===== config.mk =====
export PLATFORM = sky130hd
export DESIGN_NAME = opcode_decoder
export DESIGN_NICKNAME = d
export VERILOG_FILES = /design/src/hw/dec_pkg.sv /design/src/hw/operand_field_split.sv /design/src/hw/stall_counter.sv /design/src/hw/opcode_decoder.sv
export SDC_FILE = /design/constraint.sdc
export NUM_CORES = 1
export LEC_CHECK = 0
export BUFFER_PORTS_ARGS = -buffer_cell sky130_fd_sc_hd__buf_2
export CAP_MARGIN = 20
export CORE_MARGIN = 2
export CORE_UTILIZATION = 40
export CTS_CLUSTER_DIAMETER = 120
export CTS_CLUSTER_SIZE = 20
export DETAILED_ROUTE_END_ITERATION = 8
export GPL_TIMING_DRIVEN = 0
export SLEW_MARGIN = 20
export SYNTH_ARGS = -nofsm -noshare
export SYNTH_HDL_FRONTEND = slang
export SYNTH_SLANG_ARGS = --single-unit

===== constraint.sdc =====
create_clock -name mclk -period 3.8 [get_ports mclk]
set_input_delay 0.76 -clock mclk [delete_from_list [all_inputs] [get_ports mclk]]
set_output_delay 0.76 -clock mclk [all_outputs]
set_load 0.005 [all_outputs]

===== src/hw/dec_pkg.sv =====
package dec_pkg;

    // ==========================================================
    // Widths
    localparam int WORD_W = 16;
    localparam int CNT_W = 3;

    // ==========================================================
    // Upper-byte opcode patterns
    localparam logic [7:0] HI_ACC_SHORT = 8'hB9;
    localparam logic [7:0] HI_ACC_HIGH = 8'h6A;
    localparam logic [7:0] HI_ACC_LOW_UNS = 8'h69;
    localparam logic [7:0] HI_ACC_FACTOR = 8'h6B;
    localparam logic [7:0] HI_PAGE_DIR = 8'h0D;
    localparam logic [7:0] HI_STATUS_ZERO = 8'h0E;
    localparam logic [7:0] HI_STATUS_ONE = 8'h0F;
    localparam logic [7:0] HI_PROD_HIGH = 8'h75;
    localparam logic [7:0] HI_FACTOR = 8'h73;
    localparam logic [7:0] HI_FACTOR_ADD = 8'h70;
    localparam logic [7:0] HI_FACTOR_MOVE = 8'h72;
    localparam logic [7:0] HI_FACTOR_PROD = 8'h71;
    localparam logic [7:0] HI_FACTOR_SUB = 8'h74;
    localparam logic [7:0] HI_SUM_PROG = 8'hA2;
    localparam logic [7:0] HI_SUM_MOVE = 8'hA3;
    localparam logic [7:0] HI_AUX_MODIFY = 8'h8B;
    localparam logic [7:0] HI_PROD_FACTOR = 8'h54;
    localparam logic [7:0] HI_PROD_ADD = 8'h50;
    localparam logic [7:0] HI_PROD_SUB = 8'h51;
    localparam logic [7:0] HI_PROD_UNS = 8'h55;
    localparam logic [7:0] HI_NORMALIZE = 8'hA0;
    localparam logic [7:0] HI_OR_OPERAND = 8'h6D;

    // Partial-field patterns.
    localparam logic [4:0] TOP5_AUX_DIRECT = 5'h00;
    localparam logic [4:0] TOP5_AUX_SHORT = 5'h16;
    localparam logic [12:0] TOP13_AUX_LONG = 13'h17E1;
    localparam logic [6:0] TOP7_PAGE_IMM = 7'h5E;
    localparam logic [2:0] TOP3_PROD_CONST = 3'h6;
    localparam logic [11:0] TOP12_OR_SHIFT = 12'hBFC;
    localparam logic [4:0] LOW5_AUX_POINTER = 5'h11;
    localparam logic [7:0] LOW_IDLE = 8'h00;

    // Whole-word patterns and the shift-sixteen amount.
    localparam logic [15:0] W_TWOS_COMP = 16'hBE02;
    localparam logic [15:0] W_PROD_TO_ACC = 16'hBE03;
    localparam logic [15:0] W_NONMASKABLE = 16'hBE52;
    localparam logic [15:0] W_OR_SHIFT16 = 16'hBE82;
    localparam logic [4:0] SHIFT_SIXTEEN = 5'h10;

    // ==========================================================
    // Costs in words and cycles
    localparam logic [1:0] WORDS_ONE = 2'h1;
    localparam logic [1:0] WORDS_TWO = 2'h2;
    localparam logic [2:0] CYC_ONE = 3'h1;
    localparam logic [2:0] CYC_TWO = 3'h2;
    localparam logic [2:0] CYC_THREE = 3'h3;
    localparam logic [2:0] CYC_FOUR = 3'h4;

    // ==========================================================
    // Types
    typedef enum logic [5:0] {
        OP_OTHER, OP_ACC_LOAD_SHORT_CONST, OP_ACC_LOAD_HIGH_ZERO_LOW, OP_ACC_LOAD_LOW_UNSIGNED,
        OP_ACC_LOAD_FACTOR_SHIFTED, OP_AUX_REG_LOAD_DIRECT, OP_AUX_REG_LOAD_SHORT,
        OP_AUX_REG_LOAD_LONG, OP_PAGE_POINTER_LOAD, OP_PAGE_POINTER_LOAD_IMM,
        OP_PRODUCT_HIGH_LOAD, OP_STATUS_WORD_ZERO_LOAD, OP_STATUS_WORD_ONE_LOAD,
        OP_FACTOR_REG_LOAD, OP_FACTOR_LOAD_ADD_PRODUCT, OP_FACTOR_LOAD_ADD_MOVE,
        OP_FACTOR_LOAD_PRODUCT_TO_ACC, OP_FACTOR_LOAD_SUB_PRODUCT,
        OP_PRODUCT_SUM_PROGRAM_OPERAND, OP_PRODUCT_SUM_WITH_MOVE, OP_AUX_POINTER_LOAD,
        OP_AUX_REG_MODIFY, OP_IDLE_INSTRUCTION, OP_PRODUCT_WITH_FACTOR, OP_PRODUCT_WITH_CONST,
        OP_PRODUCT_THEN_ADD_PREV, OP_PRODUCT_THEN_SUB_PREV, OP_UNSIGNED_PRODUCT,
        OP_ACC_TWOS_COMPLEMENT, OP_NONMASKABLE_INT, OP_ACC_LEADING_BIT_SHIFT,
        OP_OR_OPERAND, OP_OR_IMM_SHIFT, OP_OR_IMM_SHIFT16, OP_PRODUCT_TO_ACC
    } op_t;

    typedef struct packed {
        op_t op;
        logic [2:0] aux_sel;
        logic direct;
        logic [6:0] dir_offset;
        logic [6:0] ind_code;
        logic [15:0] imm;
        logic [4:0] shift;
        logic [15:0] ext_word;
        logic [1:0] words;
        logic [2:0] cycles;
    } dec_t;

endpackage : dec_pkg


===== src/hw/operand_field_split.sv =====
`timescale 1ns/1ps

// Splits the low byte of a memory-reference word into mode and payload.
module operand_field_split (
    input wire logic [7:0] low_byte,
    output logic direct,
    output logic [6:0] dir_offset,
    output logic [6:0] ind_code
);
    // ==========================================================
    // Field split
    // Top bit clear selects a page offset, set selects an indirect update code.
    assign direct = ~low_byte[7];
    assign dir_offset = low_byte[7] ? 7'h00 : low_byte[6:0];
    assign ind_code = low_byte[7] ? low_byte[6:0] : 7'h00;

endmodule : operand_field_split


===== src/hw/stall_counter.sv =====
`timescale 1ns/1ps

// Holds the fetch side off for the extra cycles an instruction costs.
module stall_counter #(
    parameter int CNT_W = 3
) (
    input wire logic mclk,
    input wire logic rst_n,
    input wire logic load,
    input wire logic [CNT_W-1:0] count,
    output logic idle_q
);
    logic [CNT_W-1:0] cnt_q;
    logic [CNT_W-1:0] cnt_d;
    logic idle_d;

    // ==========================================================
    // Countdown
    // A load of zero leaves the counter idle, so single-cycle ops do not stall.
    assign cnt_d = load ? count : ((cnt_q != '0) ? cnt_q - 1'b1 : cnt_q);
    assign idle_d = load ? (count == '0) : (cnt_q <= {{(CNT_W-1){1'b0}}, 1'b1});

    // Counter and idle flag registers.
    always_ff @(posedge mclk or negedge rst_n) begin
        if (!rst_n) begin
            cnt_q <= '0;
            idle_q <= 1'b1;
        end else begin
            cnt_q <= cnt_d;
            idle_q <= idle_d;
        end
    end

endmodule : stall_counter


===== src/hw/opcode_decoder.sv =====
`timescale 1ns/1ps

module opcode_decoder
    import dec_pkg::*;
#(
    parameter int WORD_W = 16
) (
    input wire logic mclk,
    input wire logic rst_b,
    input wire logic [WORD_W-1:0] fetch_word,
    input wire logic fetch_valid,
    output logic fetch_ready,
    output dec_pkg::dec_t dec_q,
    output logic dec_valid_q
);
    import dec_pkg::*;

    typedef enum logic [0:0] {ST_IDLE, ST_SECOND} state_t;

    // ==========================================================
    // Reset release
    logic [1:0] rst_sync_q;
    logic rst_n;

    // Reset asserts at once and releases after two clock edges.
    always_ff @(posedge mclk or negedge rst_b) begin
        if (!rst_b) begin
            rst_sync_q <= 2'b00;
        end else begin
            rst_sync_q <= {rst_sync_q[0], 1'b1};
        end
    end
    assign rst_n = rst_sync_q[1];

    // ==========================================================
    // Handshake
    state_t state_q;
    state_t state_d;
    logic idle_q;
    logic accept;
    logic first_take;
    logic second_take;

    assign fetch_ready = idle_q;
    assign accept = fetch_valid & idle_q;
    assign first_take = accept & (state_q == ST_IDLE);
    assign second_take = accept & (state_q == ST_SECOND);

    // ==========================================================
    // Pattern match
    logic [7:0] hi;
    logic [7:0] lo;
    logic m_acc_short, m_acc_high, m_acc_low_uns, m_acc_factor;
    logic m_aux_dir, m_aux_short, m_aux_long, m_page_dir, m_page_imm;
    logic m_prod_high, m_status_zero, m_status_one;
    logic m_factor, m_factor_add, m_factor_move, m_factor_prod, m_factor_sub;
    logic m_sum_prog, m_sum_move, m_aux_modify, m_aux_pointer, m_idle;
    logic m_prod_factor, m_prod_const, m_prod_add, m_prod_sub, m_prod_uns;
    logic m_twos, m_prod_acc, m_nonmask, m_acc_leading_bit_shift, m_or_op, m_or_shift, m_or_sixteen;

    assign hi = fetch_word[15:8];
    assign lo = fetch_word[7:0];

    // Accumulator loads.
    assign m_acc_short = (hi == HI_ACC_SHORT);
    assign m_acc_high = (hi == HI_ACC_HIGH);
    assign m_acc_low_uns = (hi == HI_ACC_LOW_UNS);
    assign m_acc_factor = (hi == HI_ACC_FACTOR);

    // Auxiliary, page pointer, status and product-high loads.
    assign m_aux_dir = (fetch_word[15:11] == TOP5_AUX_DIRECT);
    assign m_aux_short = (fetch_word[15:11] == TOP5_AUX_SHORT);
    assign m_aux_long = (fetch_word[15:3] == TOP13_AUX_LONG);
    assign m_page_dir = (hi == HI_PAGE_DIR);
    assign m_page_imm = (fetch_word[15:9] == TOP7_PAGE_IMM);
    assign m_status_zero = (hi == HI_STATUS_ZERO);
    assign m_status_one = (hi == HI_STATUS_ONE);
    assign m_prod_high = (hi == HI_PROD_HIGH);

    // Factor register family.
    assign m_factor = (hi == HI_FACTOR);
    assign m_factor_add = (hi == HI_FACTOR_ADD);
    assign m_factor_move = (hi == HI_FACTOR_MOVE);
    assign m_factor_prod = (hi == HI_FACTOR_PROD);
    assign m_factor_sub = (hi == HI_FACTOR_SUB);

    // Multiply-accumulate and auxiliary modify.
    assign m_sum_prog = (hi == HI_SUM_PROG);
    assign m_sum_move = (hi == HI_SUM_MOVE);
    assign m_aux_modify = (hi == HI_AUX_MODIFY);
    assign m_aux_pointer = m_aux_modify & (lo[7:3] == LOW5_AUX_POINTER);
    assign m_idle = m_aux_modify & (lo == LOW_IDLE);

    // Multiplies.
    assign m_prod_factor = (hi == HI_PROD_FACTOR);
    assign m_prod_const = (fetch_word[15:13] == TOP3_PROD_CONST);
    assign m_prod_add = (hi == HI_PROD_ADD);
    assign m_prod_sub = (hi == HI_PROD_SUB);
    assign m_prod_uns = (hi == HI_PROD_UNS);

    // Accumulator operations, nonmaskable interrupt and OR forms.
    assign m_twos = (fetch_word == W_TWOS_COMP);
    assign m_prod_acc = (fetch_word == W_PROD_TO_ACC);
    assign m_nonmask = (fetch_word == W_NONMASKABLE);
    assign m_acc_leading_bit_shift = (hi == HI_NORMALIZE);
    assign m_or_op = (hi == HI_OR_OPERAND);
    assign m_or_shift = (fetch_word[15:4] == TOP12_OR_SHIFT);
    assign m_or_sixteen = (fetch_word == W_OR_SHIFT16);

    // ==========================================================
    // Operation select
    // Patterns overlap only where idle and pointer load sit inside plain modify, and they win over it.
    op_t op_w;
    assign op_w =
        m_acc_short ? OP_ACC_LOAD_SHORT_CONST :
        m_acc_high ? OP_ACC_LOAD_HIGH_ZERO_LOW :
        m_acc_low_uns ? OP_ACC_LOAD_LOW_UNSIGNED :
        m_acc_factor ? OP_ACC_LOAD_FACTOR_SHIFTED :
        m_aux_dir ? OP_AUX_REG_LOAD_DIRECT :
        m_aux_short ? OP_AUX_REG_LOAD_SHORT :
        m_aux_long ? OP_AUX_REG_LOAD_LONG :
        m_page_dir ? OP_PAGE_POINTER_LOAD :
        m_page_imm ? OP_PAGE_POINTER_LOAD_IMM :
        m_prod_high ? OP_PRODUCT_HIGH_LOAD :
        m_status_zero ? OP_STATUS_WORD_ZERO_LOAD :
        m_status_one ? OP_STATUS_WORD_ONE_LOAD :
        m_factor ? OP_FACTOR_REG_LOAD :
        m_factor_add ? OP_FACTOR_LOAD_ADD_PRODUCT :
        m_factor_move ? OP_FACTOR_LOAD_ADD_MOVE :
        m_factor_prod ? OP_FACTOR_LOAD_PRODUCT_TO_ACC :
        m_factor_sub ? OP_FACTOR_LOAD_SUB_PRODUCT :
        m_sum_prog ? OP_PRODUCT_SUM_PROGRAM_OPERAND :
        m_sum_move ? OP_PRODUCT_SUM_WITH_MOVE :
        m_idle ? OP_IDLE_INSTRUCTION :
        m_aux_pointer ? OP_AUX_POINTER_LOAD :
        m_aux_modify ? OP_AUX_REG_MODIFY :
        m_prod_factor ? OP_PRODUCT_WITH_FACTOR :
        m_prod_const ? OP_PRODUCT_WITH_CONST :
        m_prod_add ? OP_PRODUCT_THEN_ADD_PREV :
        m_prod_sub ? OP_PRODUCT_THEN_SUB_PREV :
        m_prod_uns ? OP_UNSIGNED_PRODUCT :
        m_twos ? OP_ACC_TWOS_COMPLEMENT :
        m_prod_acc ? OP_PRODUCT_TO_ACC :
        m_nonmask ? OP_NONMASKABLE_INT :
        m_acc_leading_bit_shift ? OP_ACC_LEADING_BIT_SHIFT :
        m_or_op ? OP_OR_OPERAND :
        m_or_shift ? OP_OR_IMM_SHIFT :
        m_or_sixteen ? OP_OR_IMM_SHIFT16 : OP_OTHER;

    // ==========================================================
    // Cost lookup
    logic two_word;
    logic [2:0] cyc_w;
    logic [1:0] words_w;

    // Two-word forms carry a constant or program address in the next word.
    assign two_word = m_aux_long | m_sum_prog | m_sum_move | m_or_shift | m_or_sixteen;
    assign words_w = two_word ? WORDS_TWO : WORDS_ONE;
    assign cyc_w =
        m_nonmask ? CYC_FOUR :
        (m_sum_prog | m_sum_move) ? CYC_THREE :
        (m_aux_dir | m_aux_short | m_aux_long | m_page_dir | m_page_imm |
         m_status_zero | m_status_one | m_or_shift | m_or_sixteen) ? CYC_TWO :
        CYC_ONE;

    // ==========================================================
    // Field extraction
    logic f_direct;
    logic [6:0] f_offset;
    logic [6:0] f_ind;
    logic [15:0] imm_w;
    logic [4:0] shift_w;
    logic has_aux_sel;
    dec_t dec_w;

    operand_field_split u_field (
        .low_byte(lo),
        .direct(f_direct),
        .dir_offset(f_offset),
        .ind_code(f_ind)
    );

    // Immediate payload, zero extended; a zero byte on short load clears.
    assign imm_w =
        (m_acc_short | m_aux_short) ? {8'h00, lo} :
        m_page_imm ? {7'h00, fetch_word[8:0]} :
        m_prod_const ? {3'h0, fetch_word[12:0]} : 16'h0000;
    assign shift_w = m_or_sixteen ? SHIFT_SIXTEEN :
        (m_or_shift ? {1'b0, fetch_word[3:0]} : 5'h00);
    assign has_aux_sel = m_aux_dir | m_aux_short | m_aux_long | m_aux_pointer;

    // Only memory-reference forms carry a mode byte.
    logic mem_ref;
    assign mem_ref = m_acc_high | m_acc_low_uns | m_acc_factor | m_aux_dir | m_page_dir |
        m_prod_high | m_status_zero | m_status_one | m_factor | m_factor_add |
        m_factor_move | m_factor_prod | m_factor_sub | m_sum_prog | m_sum_move |
        (m_aux_modify & ~m_aux_pointer & ~m_idle) | m_prod_factor | m_prod_add |
        m_prod_sub | m_prod_uns | m_acc_leading_bit_shift | m_or_op;

    always_comb begin
        dec_w = '0;
        dec_w.op = op_w;
        dec_w.aux_sel = has_aux_sel ?
            (m_aux_dir | m_aux_short ? fetch_word[10:8] : fetch_word[2:0]) : 3'h0;
        dec_w.direct = mem_ref & f_direct;
        dec_w.dir_offset = mem_ref ? f_offset : 7'h00;
        dec_w.ind_code = mem_ref ? f_ind : 7'h00;
        dec_w.imm = imm_w;
        dec_w.shift = shift_w;
        dec_w.words = words_w;
        dec_w.cycles = cyc_w;
    end

    // ==========================================================
    // Sequencing
    dec_t hold_q;
    dec_t dec_d;
    logic valid_d;
    logic stall_load;
    logic [2:0] stall_cnt;
    dec_t second_w;

    // The second word completes the held first word as its trailing constant.
    always_comb begin
        second_w = hold_q;
        second_w.ext_word = fetch_word;
    end

    assign state_d = (first_take & two_word) ? ST_SECOND :
        (second_take ? ST_IDLE : state_q);
    assign valid_d = (first_take & ~two_word) | second_take;
    assign dec_d = second_take ? second_w : (first_take ? dec_w : dec_q);
    // Extra stall is the cycle cost beyond the words already fetched.
    assign stall_load = valid_d;
    assign stall_cnt = dec_d.cycles - {1'b0, dec_d.words};

    // State, pending first word and output registers.
    always_ff @(posedge mclk or negedge rst_n) begin
        if (!rst_n) begin
            state_q <= ST_IDLE;
            hold_q <= '0;
            dec_q <= '0;
            dec_valid_q <= 1'b0;
        end else begin
            state_q <= state_d;
            hold_q <= first_take ? dec_w : hold_q;
            dec_q <= dec_d;
            dec_valid_q <= valid_d;
        end
    end

    stall_counter #(.CNT_W(CNT_W)) u_stall (
        .mclk(mclk),
        .rst_n(rst_n),
        .load(stall_load),
        .count(stall_cnt),
        .idle_q(idle_q)
    );

    // ==========================================================
    // Checks
    a_short_const: assert property (@(posedge mclk) disable iff (!rst_n)
        first_take && m_acc_short |=> dec_valid_q && dec_q.op == OP_ACC_LOAD_SHORT_CONST
        && dec_q.imm == {8'h00, $past(fetch_word[7:0])} && dec_q.cycles == 3'd1)
        else $error("short constant load decoded wrongly");

    a_aux_select: assert property (@(posedge mclk) disable iff (!rst_n)
        first_take && m_aux_dir |=> dec_q.aux_sel == $past(fetch_word[10:8])
        && dec_q.op == OP_AUX_REG_LOAD_DIRECT)
        else $error("aux select field not passed through");

    a_aux_stall: assert property (@(posedge mclk) disable iff (!rst_n)
        dec_valid_q && dec_q.op == OP_AUX_REG_LOAD_SHORT |-> !fetch_ready ##1 fetch_ready)
        else $error("aux short load did not stall one cycle");

    a_long_aux_pair: assert property (@(posedge mclk) disable iff (!rst_n)
        first_take && m_aux_long |=> !dec_valid_q && state_q == ST_SECOND)
        else $error("long aux load emitted before second word");

    a_sum_cost: assert property (@(posedge mclk) disable iff (!rst_n)
        dec_valid_q && dec_q.op == OP_PRODUCT_SUM_WITH_MOVE |-> dec_q.words == 2'd2
        && dec_q.cycles == 3'd3 && !fetch_ready ##1 fetch_ready)
        else $error("multiply-accumulate cost wrong");

    a_nonmask_stall: assert property (@(posedge mclk) disable iff (!rst_n)
        dec_valid_q && dec_q.op == OP_NONMASKABLE_INT |-> !fetch_ready [*3] ##1 fetch_ready)
        else $error("nonmaskable interrupt did not cost four cycles");

    // The single stall cycle is the one in which the result appears.
    a_page_value: assert property (@(posedge mclk) disable iff (!rst_n)
        first_take && m_page_imm |=> dec_q.imm == {7'h00, $past(fetch_word[8:0])}
        && !fetch_ready ##1 fetch_ready)
        else $error("page immediate wrong");

    a_mode_bit: assert property (@(posedge mclk) disable iff (!rst_n)
        first_take && m_acc_high |=> dec_q.direct == !$past(fetch_word[7])
        && dec_q.dir_offset == ($past(fetch_word[7]) ? 7'h00 : $past(fetch_word[6:0])))
        else $error("mode split wrong");

    a_prod_const: assert property (@(posedge mclk) disable iff (!rst_n)
        first_take && m_prod_const |=> dec_q.op == OP_PRODUCT_WITH_CONST
        && dec_q.imm[12:0] == $past(fetch_word[12:0]) && fetch_ready)
        else $error("multiply constant decoded wrongly");

    a_or_sixteen: assert property (@(posedge mclk) disable iff (!rst_n)
        second_take && hold_q.op == OP_OR_IMM_SHIFT16 |=> dec_valid_q
        && dec_q.shift == 5'h10 && dec_q.ext_word == $past(fetch_word))
        else $error("shift-sixteen OR wrong");

    // Two words and two cycles leave no stall after the constant is taken.
    a_long_aux_cost: assert property (@(posedge mclk) disable iff (!rst_n)
        second_take && hold_q.op == OP_AUX_REG_LOAD_LONG |=> dec_valid_q
        && dec_q.words == 2'd2 && dec_q.cycles == 3'd2 && fetch_ready)
        else $error("long aux load cost wrong");

    a_or_shift_cost: assert property (@(posedge mclk) disable iff (!rst_n)
        second_take && hold_q.op == OP_OR_IMM_SHIFT |=> dec_valid_q && dec_q.words == 2'd2
        && dec_q.cycles == 3'd2 && dec_q.ext_word == $past(fetch_word) && fetch_ready)
        else $error("shifted OR immediate cost wrong");

    c_two_word: cover property (@(posedge mclk) disable iff (!rst_n)
        first_take && m_sum_prog ##[1:4] second_take);
    c_nonmask: cover property (@(posedge mclk) disable iff (!rst_n)
        dec_valid_q && dec_q.op == OP_NONMASKABLE_INT);
    c_back_to_back: cover property (@(posedge mclk) disable iff (!rst_n)
        dec_valid_q ##1 dec_valid_q);
    c_aux_pointer: cover property (@(posedge mclk) disable iff (!rst_n)
        dec_valid_q && dec_q.op == OP_AUX_POINTER_LOAD);
    c_long_aux: cover property (@(posedge mclk) disable iff (!rst_n)
        dec_valid_q && dec_q.op == OP_AUX_REG_LOAD_LONG);

endmodule : opcode_decoder


Word level (Yosys, flattened, before mapping) --
Cells that the tools add are included.
Storage, ports and cells: flip-flop bits (word level) 124, bits of input ports 19, output and inout bits 68, word-level logic and storage cells 174
Operators by class: add/subtract/negate cells 2, $lt $le $gt $ge 1, equal/unequal tests 32, mux-type cells 56, bitwise operators 52, reduce and logical (&&, ||, !) cells 7
Operator list (number):
- $mux 6 | 34
- $mux 66 | 2
- $eq 8x7->1 const B | 14
- $eq 16x16->1 const B | 4
- $eq 8x8->1 const B | 5
- $mux 13 | 3
- $or 1x1->1 | 37
- $mux 7 | 4
- $eq 8x4->1 const B | 3
- $mux 3 | 5
- $eq 13x13->1 const B | 1
- $eq 12x12->1 const B | 1
- $and 1x1->1 | 10
- $eq 5x5->1 const B | 2
- $logic_not 8->1 | 1
- $eq 7x7->1 const B | 1
- $mux 2 | 3
- $reduce_bool 2->1 | 3
- $logic_not 5->1 | 1
- $mux 5 | 1
- $not 1->1 | 5
- $mux 4 | 1
- $eq 3x3->1 const B | 1
- $le 3x1->1 const B | 1
- 5 further kinds | 7

Longest topological paths before layout --
depth in word-level cells 40, mapped depth 13, mapped depth without buffers 11

Cells and area by module --
A second synthesis with hierarchy kept.
Unflattened totals: cell total of the unflattened synthesis 616, area, all modules 6038.3 um2
Modules (own cells, without submodules):
- opcode_decoder | times used 1, cells an instance 574, area each 5669.2 um2, sequential area each 2852.7 um2
- stall_counter | times used 1, cells an instance 26, area each 260.2 um2, sequential area each 101.3 um2
- operand_field_split | times used 1, cells an instance 16, area each 108.9 um2, sequential area each 0.0 um2

Worst setup path before layout --
OpenSTA, ideal clock, no wires.
path type input port to flip-flop, start in fetch_word[12], end reg u_stall.idle_q, library setup time 75 ps, arrival time 3318 ps, required time 3725 ps, slack 407 ps, stages 12, path buffers 1, cell sequence buf_2 -> or4b_2 -> nor3_1 -> a21oi_1 -> and2_1 -> mux2i_1 -> o21ai_0 -> ha_1 -> fa_1 -> xnor2_1 -> nand3_1 -> mux2i_1
RTL lines:
- start, declared | line opcode_decoder.sv:10 | input wire logic [WORD_W-1:0] fetch_word,
- end signal, assigned | line stall_counter.sv:30 | idle_q <= idle_d;
- end, declared | line stall_counter.sv:11 | output logic idle_q

Final worst setup path --
start in fetch_word[4], end reg u_stall.idle_q
Between the ends: cells in the longest elaborated chain, start to end 16, elaborated cells on any way between the ends 27, classes of those cells add/sub (1); eq/ne (4); mux (7); bitwise (14); reduce/logical (1)
Ends and longest elaborated chain:
- $eq 13x13->1 | line opcode_decoder.sv:73 | assign m_aux_long = (fetch_word[15:3] == TOP13_AUX_LONG);
- $or 1x1->1 (4 in series) | line opcode_decoder.sv:162 | (m_aux_dir | m_aux_short | m_aux_long | m_page_dir | m_page_imm |
- $or 1x1->1 (3 in series) | line opcode_decoder.sv:163 | m_status_zero | m_status_one | m_or_shift | m_or_sixteen) ? CYC_TWO :
- $mux 2 | line opcode_decoder.sv:163
- $mux 2 | line opcode_decoder.sv:161 | (m_sum_prog | m_sum_move) ? CYC_THREE :
- $mux 3 | line opcode_decoder.sv:160 | m_nonmask ? CYC_FOUR :
- $mux 66 (2 in series) | line opcode_decoder.sv:232 | assign dec_d = second_take ? second_w : (first_take ? dec_w : dec_q);
- $sub 3x2->3 | line opcode_decoder.sv:235 | assign stall_cnt = dec_d.cycles - {1'b0, dec_d.words};
- $logic_not 3->1 | line stall_counter.sv:21 | assign idle_d = load ? (count == '0) : (cnt_q <= {{(CNT_W-1){1'b0}}, 1'b1});
- $mux 1 * | line stall_counter.sv:21
- via u_stall.idle_d | line stall_counter.sv:15 | logic idle_d;
Mark *: on every way through the listed nets, which the timed path passes. The rest lies on a longest branch. The select of a mux whose other input is x is not followed. A chain may end at the register's enable or synchronous reset.

==> results.txt <==
Using the TritonRoute via totals, the vias-per-cell ratio works out to 5.646. Sorting the synthesized cells by area gives the leading types as sky130_fd_sc_hd__dfrtp_1 50%, sky130_fd_sc_hd__nand2_1 8.2%, sky130_fd_sc_hd__o21ai_0 5.9%. The timing-limited maximum frequency came out at 0.2751 GHz. The critical path data required time came out at 4.14 ns.

Among all cell types in the netlist, the one instantiated most often is sky130_fd_sc_hd__nand2_1. The max-capacitance violation count came out at 0. The share of the synthesized area in the top cell type came out at 49.66%.

On the final layout, the worst hold slack is 0.1121 ns. At the pin with the least slew margin, the transition time is 0.8053 ns. In the routed design, unresolved DRC markers number 0.

In this run the horizontal extent of the chip is 125.4 um. For this block, the routed nets add up to 19,410 um of wire. The final weighted congestion of routability-driven global placement came out at 0.9517. The fraction of power spent switching nets came out at 31.00%. The worst max-slew margin expressed relative to the limit is 45.56%.

Setup repair after global routing left no endpoint under its margin. The number of diodes added for antenna fixing is 0. The flow ran to the end, and the final reports show no timing, DRC or antenna violations. The worst setup path is launched from an input pin. Summed over all nets, the switching power comes to 1.348 mW. The worst-case vdd ir drop is 0.3056 mV. The worst reg2reg path depth is 11.

In this run the mean area of a mapped cell was 9.029 um^2. The number of input and output port buffers inserted is 76. CTS built an H-tree with a depth of 4. The hold violation count in the final report is 0. Counting instances in the post-synthesis netlist gives the leading cell types as 129 x sky130_fd_sc_hd__nand2_1, 117 x sky130_fd_sc_hd__dfrtp_1, 70 x sky130_fd_sc_hd__o21ai_0.

TritonCTS built the clock tree. In this run the core area contains 44 standard-cell rows. For the worst setup path, the data arrival time is 3.98 ns. The number of buffers inserted by hold repair at cts is 0. The mapped netlist covers 5896 um^2. The starting density of the core came out at 40.72%. The number of placed cells counting well taps is 917. For this run, the post-layout net count is 778. The total congestion overflow after global routing is 0. The synthesis-to-finish area growth came out at 22.18%.

The number of enable flip-flop cells after synthesis is 0. In this run, the clock network consumes 37.7% of the power. Counting the buffers created by CTS gives 17.

OpenSTA, run right after detailed placement, puts the worst setup slack at -0.3858 ns. Summing over every cut layer, the via total after detailed routing is 5,369. The combinational share of power came out at 23.4%.

The clock-pin slew of the registers on the worst-case setup and hold paths is 0.06 ns. The post-route non-filler standard cell count came out at 951. The setup skew after layout came out at 0.006455 ns. The sequential fraction of the synthesis area came out at 50.11%. Setup violations remaining at the end of the flow were counted as 0. The fill cell total of the finished layout is 1,370.

The post-route netlist has 18.38% of its cells at a drive strength greater than 1. The count of nets left with antenna violations once routing finished came out at 0. The total area of multi-input combinational cells is 2681 um^2. The clock period could shrink to 3.634 ns.

The largest net degree at the start of global routing came out at 55. For this block, the initial DRC count from the detailed router was 278. STA classifies the critical path endpoint as a flip-flop.

The sum of internal, switching and leakage power is 4.348 mW. The number of storage elements in the synthesis netlist is 118. The initial antenna violation count came out at 0. The sequential cell area in the final layout is 2958 um^2.

The clock reaches the later pin of the worst-skew pair after 0.42 ns. The number of search-and-repair iterations in the first detailed-routing pass is 5. The largest total area in the synthesized netlist belongs to sky130_fd_sc_hd__dfrtp_1. The clock tree root buffer cell is sky130_fd_sc_hd__clkbuf_16.

The utilization of the core after routing came out at 49.75%. The maximum buffer depth of the clock tree is 2. During I/O placement, the number of pins put on the boundary was 87. The overall die height came out at 125.4 um. The fraction of power consumed by sequential logic came out at 38.9%. The static leakage came out at 3.421 nW. The number of sinks driven by the clock tree came out at 118. The number of distinct library cell variants in the gate-level netlist after synthesis is 63. The average routed wire per standard cell is 20.41 um.

Among all flip-flop cells after synthesis, the most frequent one is sky130_fd_sc_hd__dfrtp_1. After layout, the worst setup slack is 0.1655 ns. The power density over cell area came out at 603.6 nW/um^2.

The estimated wirelength of the detail-placed design is 14,130 um. The category of the most critical setup path is in2reg. The full die area is 15,730 um^2.

The proportion of synthesized flip-flops having asynchronous set or reset came out at 100.0%. The synthesized instance count is 653. The core area is 14,480 um^2. The internal power of the cells totals 3.000 mW. The overall track demand over capacity in global routing came out at 25.37%.

The type of the tightest min-delay check is in2async. Along the worst path, the maximum fanout reaches 10. The final max-slew violation count was 0.

For this run, the number of Yosys warnings is 0. The final critical path takes up 95.64% of the cycle. The number of global-route vias before repair came out at 5,444. The first-pass GRT wire length is 30,800 um.
[kinds of logic (layout without fill, tap and decap cells)]
group / count (synthesis) / after routing / synth area share, %
adder cells (fa/ha/maj): 5 / 5 / 1.189
other: 2 / 4 / 0.1274
buffers and inverters: 68 / 180 / 4.945
multiplexers: 9 / 9 / 1.528
AND/OR/NAND/NOR: 259 / 259 / 21.37
flip-flops: 118 / 118 / 50.11
XOR/XNOR: 3 / 3 / 0.4458
AO/OA/AOI/OAI: 189 / 189 / 20.29
[registers in the layout, indices dropped and copies added (netlist names)]
register        count
dec_q              63
dec_valid_q         1
hold_q             47
rst_sync_q          2
state_q             1
u_stall.cnt_q       3
u_stall.idle_q      1
[power by group through the flow]
stage	Sequential, mW	Combinational [mW]	Clock (mW)
5_1_grt	1.73	1.14	1.72
3_3_place_gp	1.71	0.980	0
2_1_floorplan	1.72	0.581	0
4_1_cts	1.69	1.03	1.66
3_5_place_dp	1.71	1.03	0
6_report	1.69	1.02	1.64
[layout by cell type (no fill, tap or decap), types with 8 or more instances in the layout]
cell and count:
sky130_fd_sc_hd__nand2_1 129, sky130_fd_sc_hd__o211ai_1 13, sky130_fd_sc_hd__inv_1 10, sky130_fd_sc_hd__buf_2 84, sky130_fd_sc_hd__dfrtp_1 116, sky130_fd_sc_hd__o21a_1 13, sky130_fd_sc_hd__o21ai_0 70, sky130_fd_sc_hd__clkbuf_16 17
sky130_fd_sc_hd__and3_1 20, sky130_fd_sc_hd__clkbuf_1 40, sky130_fd_sc_hd__nor2_1 26, sky130_fd_sc_hd__a21o_1 10, sky130_fd_sc_hd__a21oi_1 31, sky130_fd_sc_hd__nor3_1 11, sky130_fd_sc_hd__o31ai_1 8, sky130_fd_sc_hd__mux2i_1 9
sky130_fd_sc_hd__nand3_1 16
[path summary, 6_finish.rpt]
| check | from | endpoint | slack, ns |
|---|---|---|---|
| max | fetch_word[4] | u_stall.idle_q | 0.17 |
| min | rst_b | rst_sync_q[1] | 0.11 |
| max reg2reg | u_stall.idle_q | u_stall.idle_q | 0.65 |
| min reg2reg | rst_sync_q[1] | hold_q[51] | 0.23 |
| max in group asynchronous | rst_sync_q[1] | u_stall.idle_q | 2.96 |
| min in group mclk | rst_sync_q[0] | rst_sync_q[1] | 0.35 |
[per-stage QoR]
step | area (um^2) | TNS [ns]
4_1_cts | 7164 | 0
2_1_floorplan | 5903 | 0
6_report | 7203 | 0
3_3_place_gp | 6514 | -104.98
3_5_place_dp | 6565 | -0.8612
5_1_grt | 7203 | 0
[metal layers]
layer	vias up	GRT usage (%)	wire length [um]
li1	2504	-	-
met1	2631	34.05	8809
met2	203	40.44	9076
met3	31	5.905	1087
met4	0	9.085	439
met5	-	0	0
[worst max-delay path: stages]
cell                       delay (ns)
sky130_fd_sc_hd__buf_2           0.10
sky130_fd_sc_hd__clkbuf_1        0.33
sky130_fd_sc_hd__or3_1           0.53
sky130_fd_sc_hd__or4_1           0.56
sky130_fd_sc_hd__o21bai_2        0.26
sky130_fd_sc_hd__nand3b_1        0.18
sky130_fd_sc_hd__o21a_1          0.19
sky130_fd_sc_hd__a211oi_1        0.10
sky130_fd_sc_hd__fa_1            0.47
sky130_fd_sc_hd__xnor2_1         0.24
sky130_fd_sc_hd__nand3_1         0.10
sky130_fd_sc_hd__mux2i_1         0.14
[cell type report]
class	instances	share of cell area, %
Buffer	58	3.526
Clock buffer	20	6.201
Clock inverter	12	2.119
Inverter	10	0.5211
Multi-Input combinational cell	469	37.22
Sequential cell	118	41.06
Tap cell	184	3.196
Timing Repair Buffer	80	6.149
[repair_timing]
item / in CTS / in global routing
buffers inserted: 0 / 2
endpoints found under the setup margin: 0 / 2
resized for setup: 0 / 5
hold endpoints to repair: 0 / 0
(Power assumes the default switching activity.)
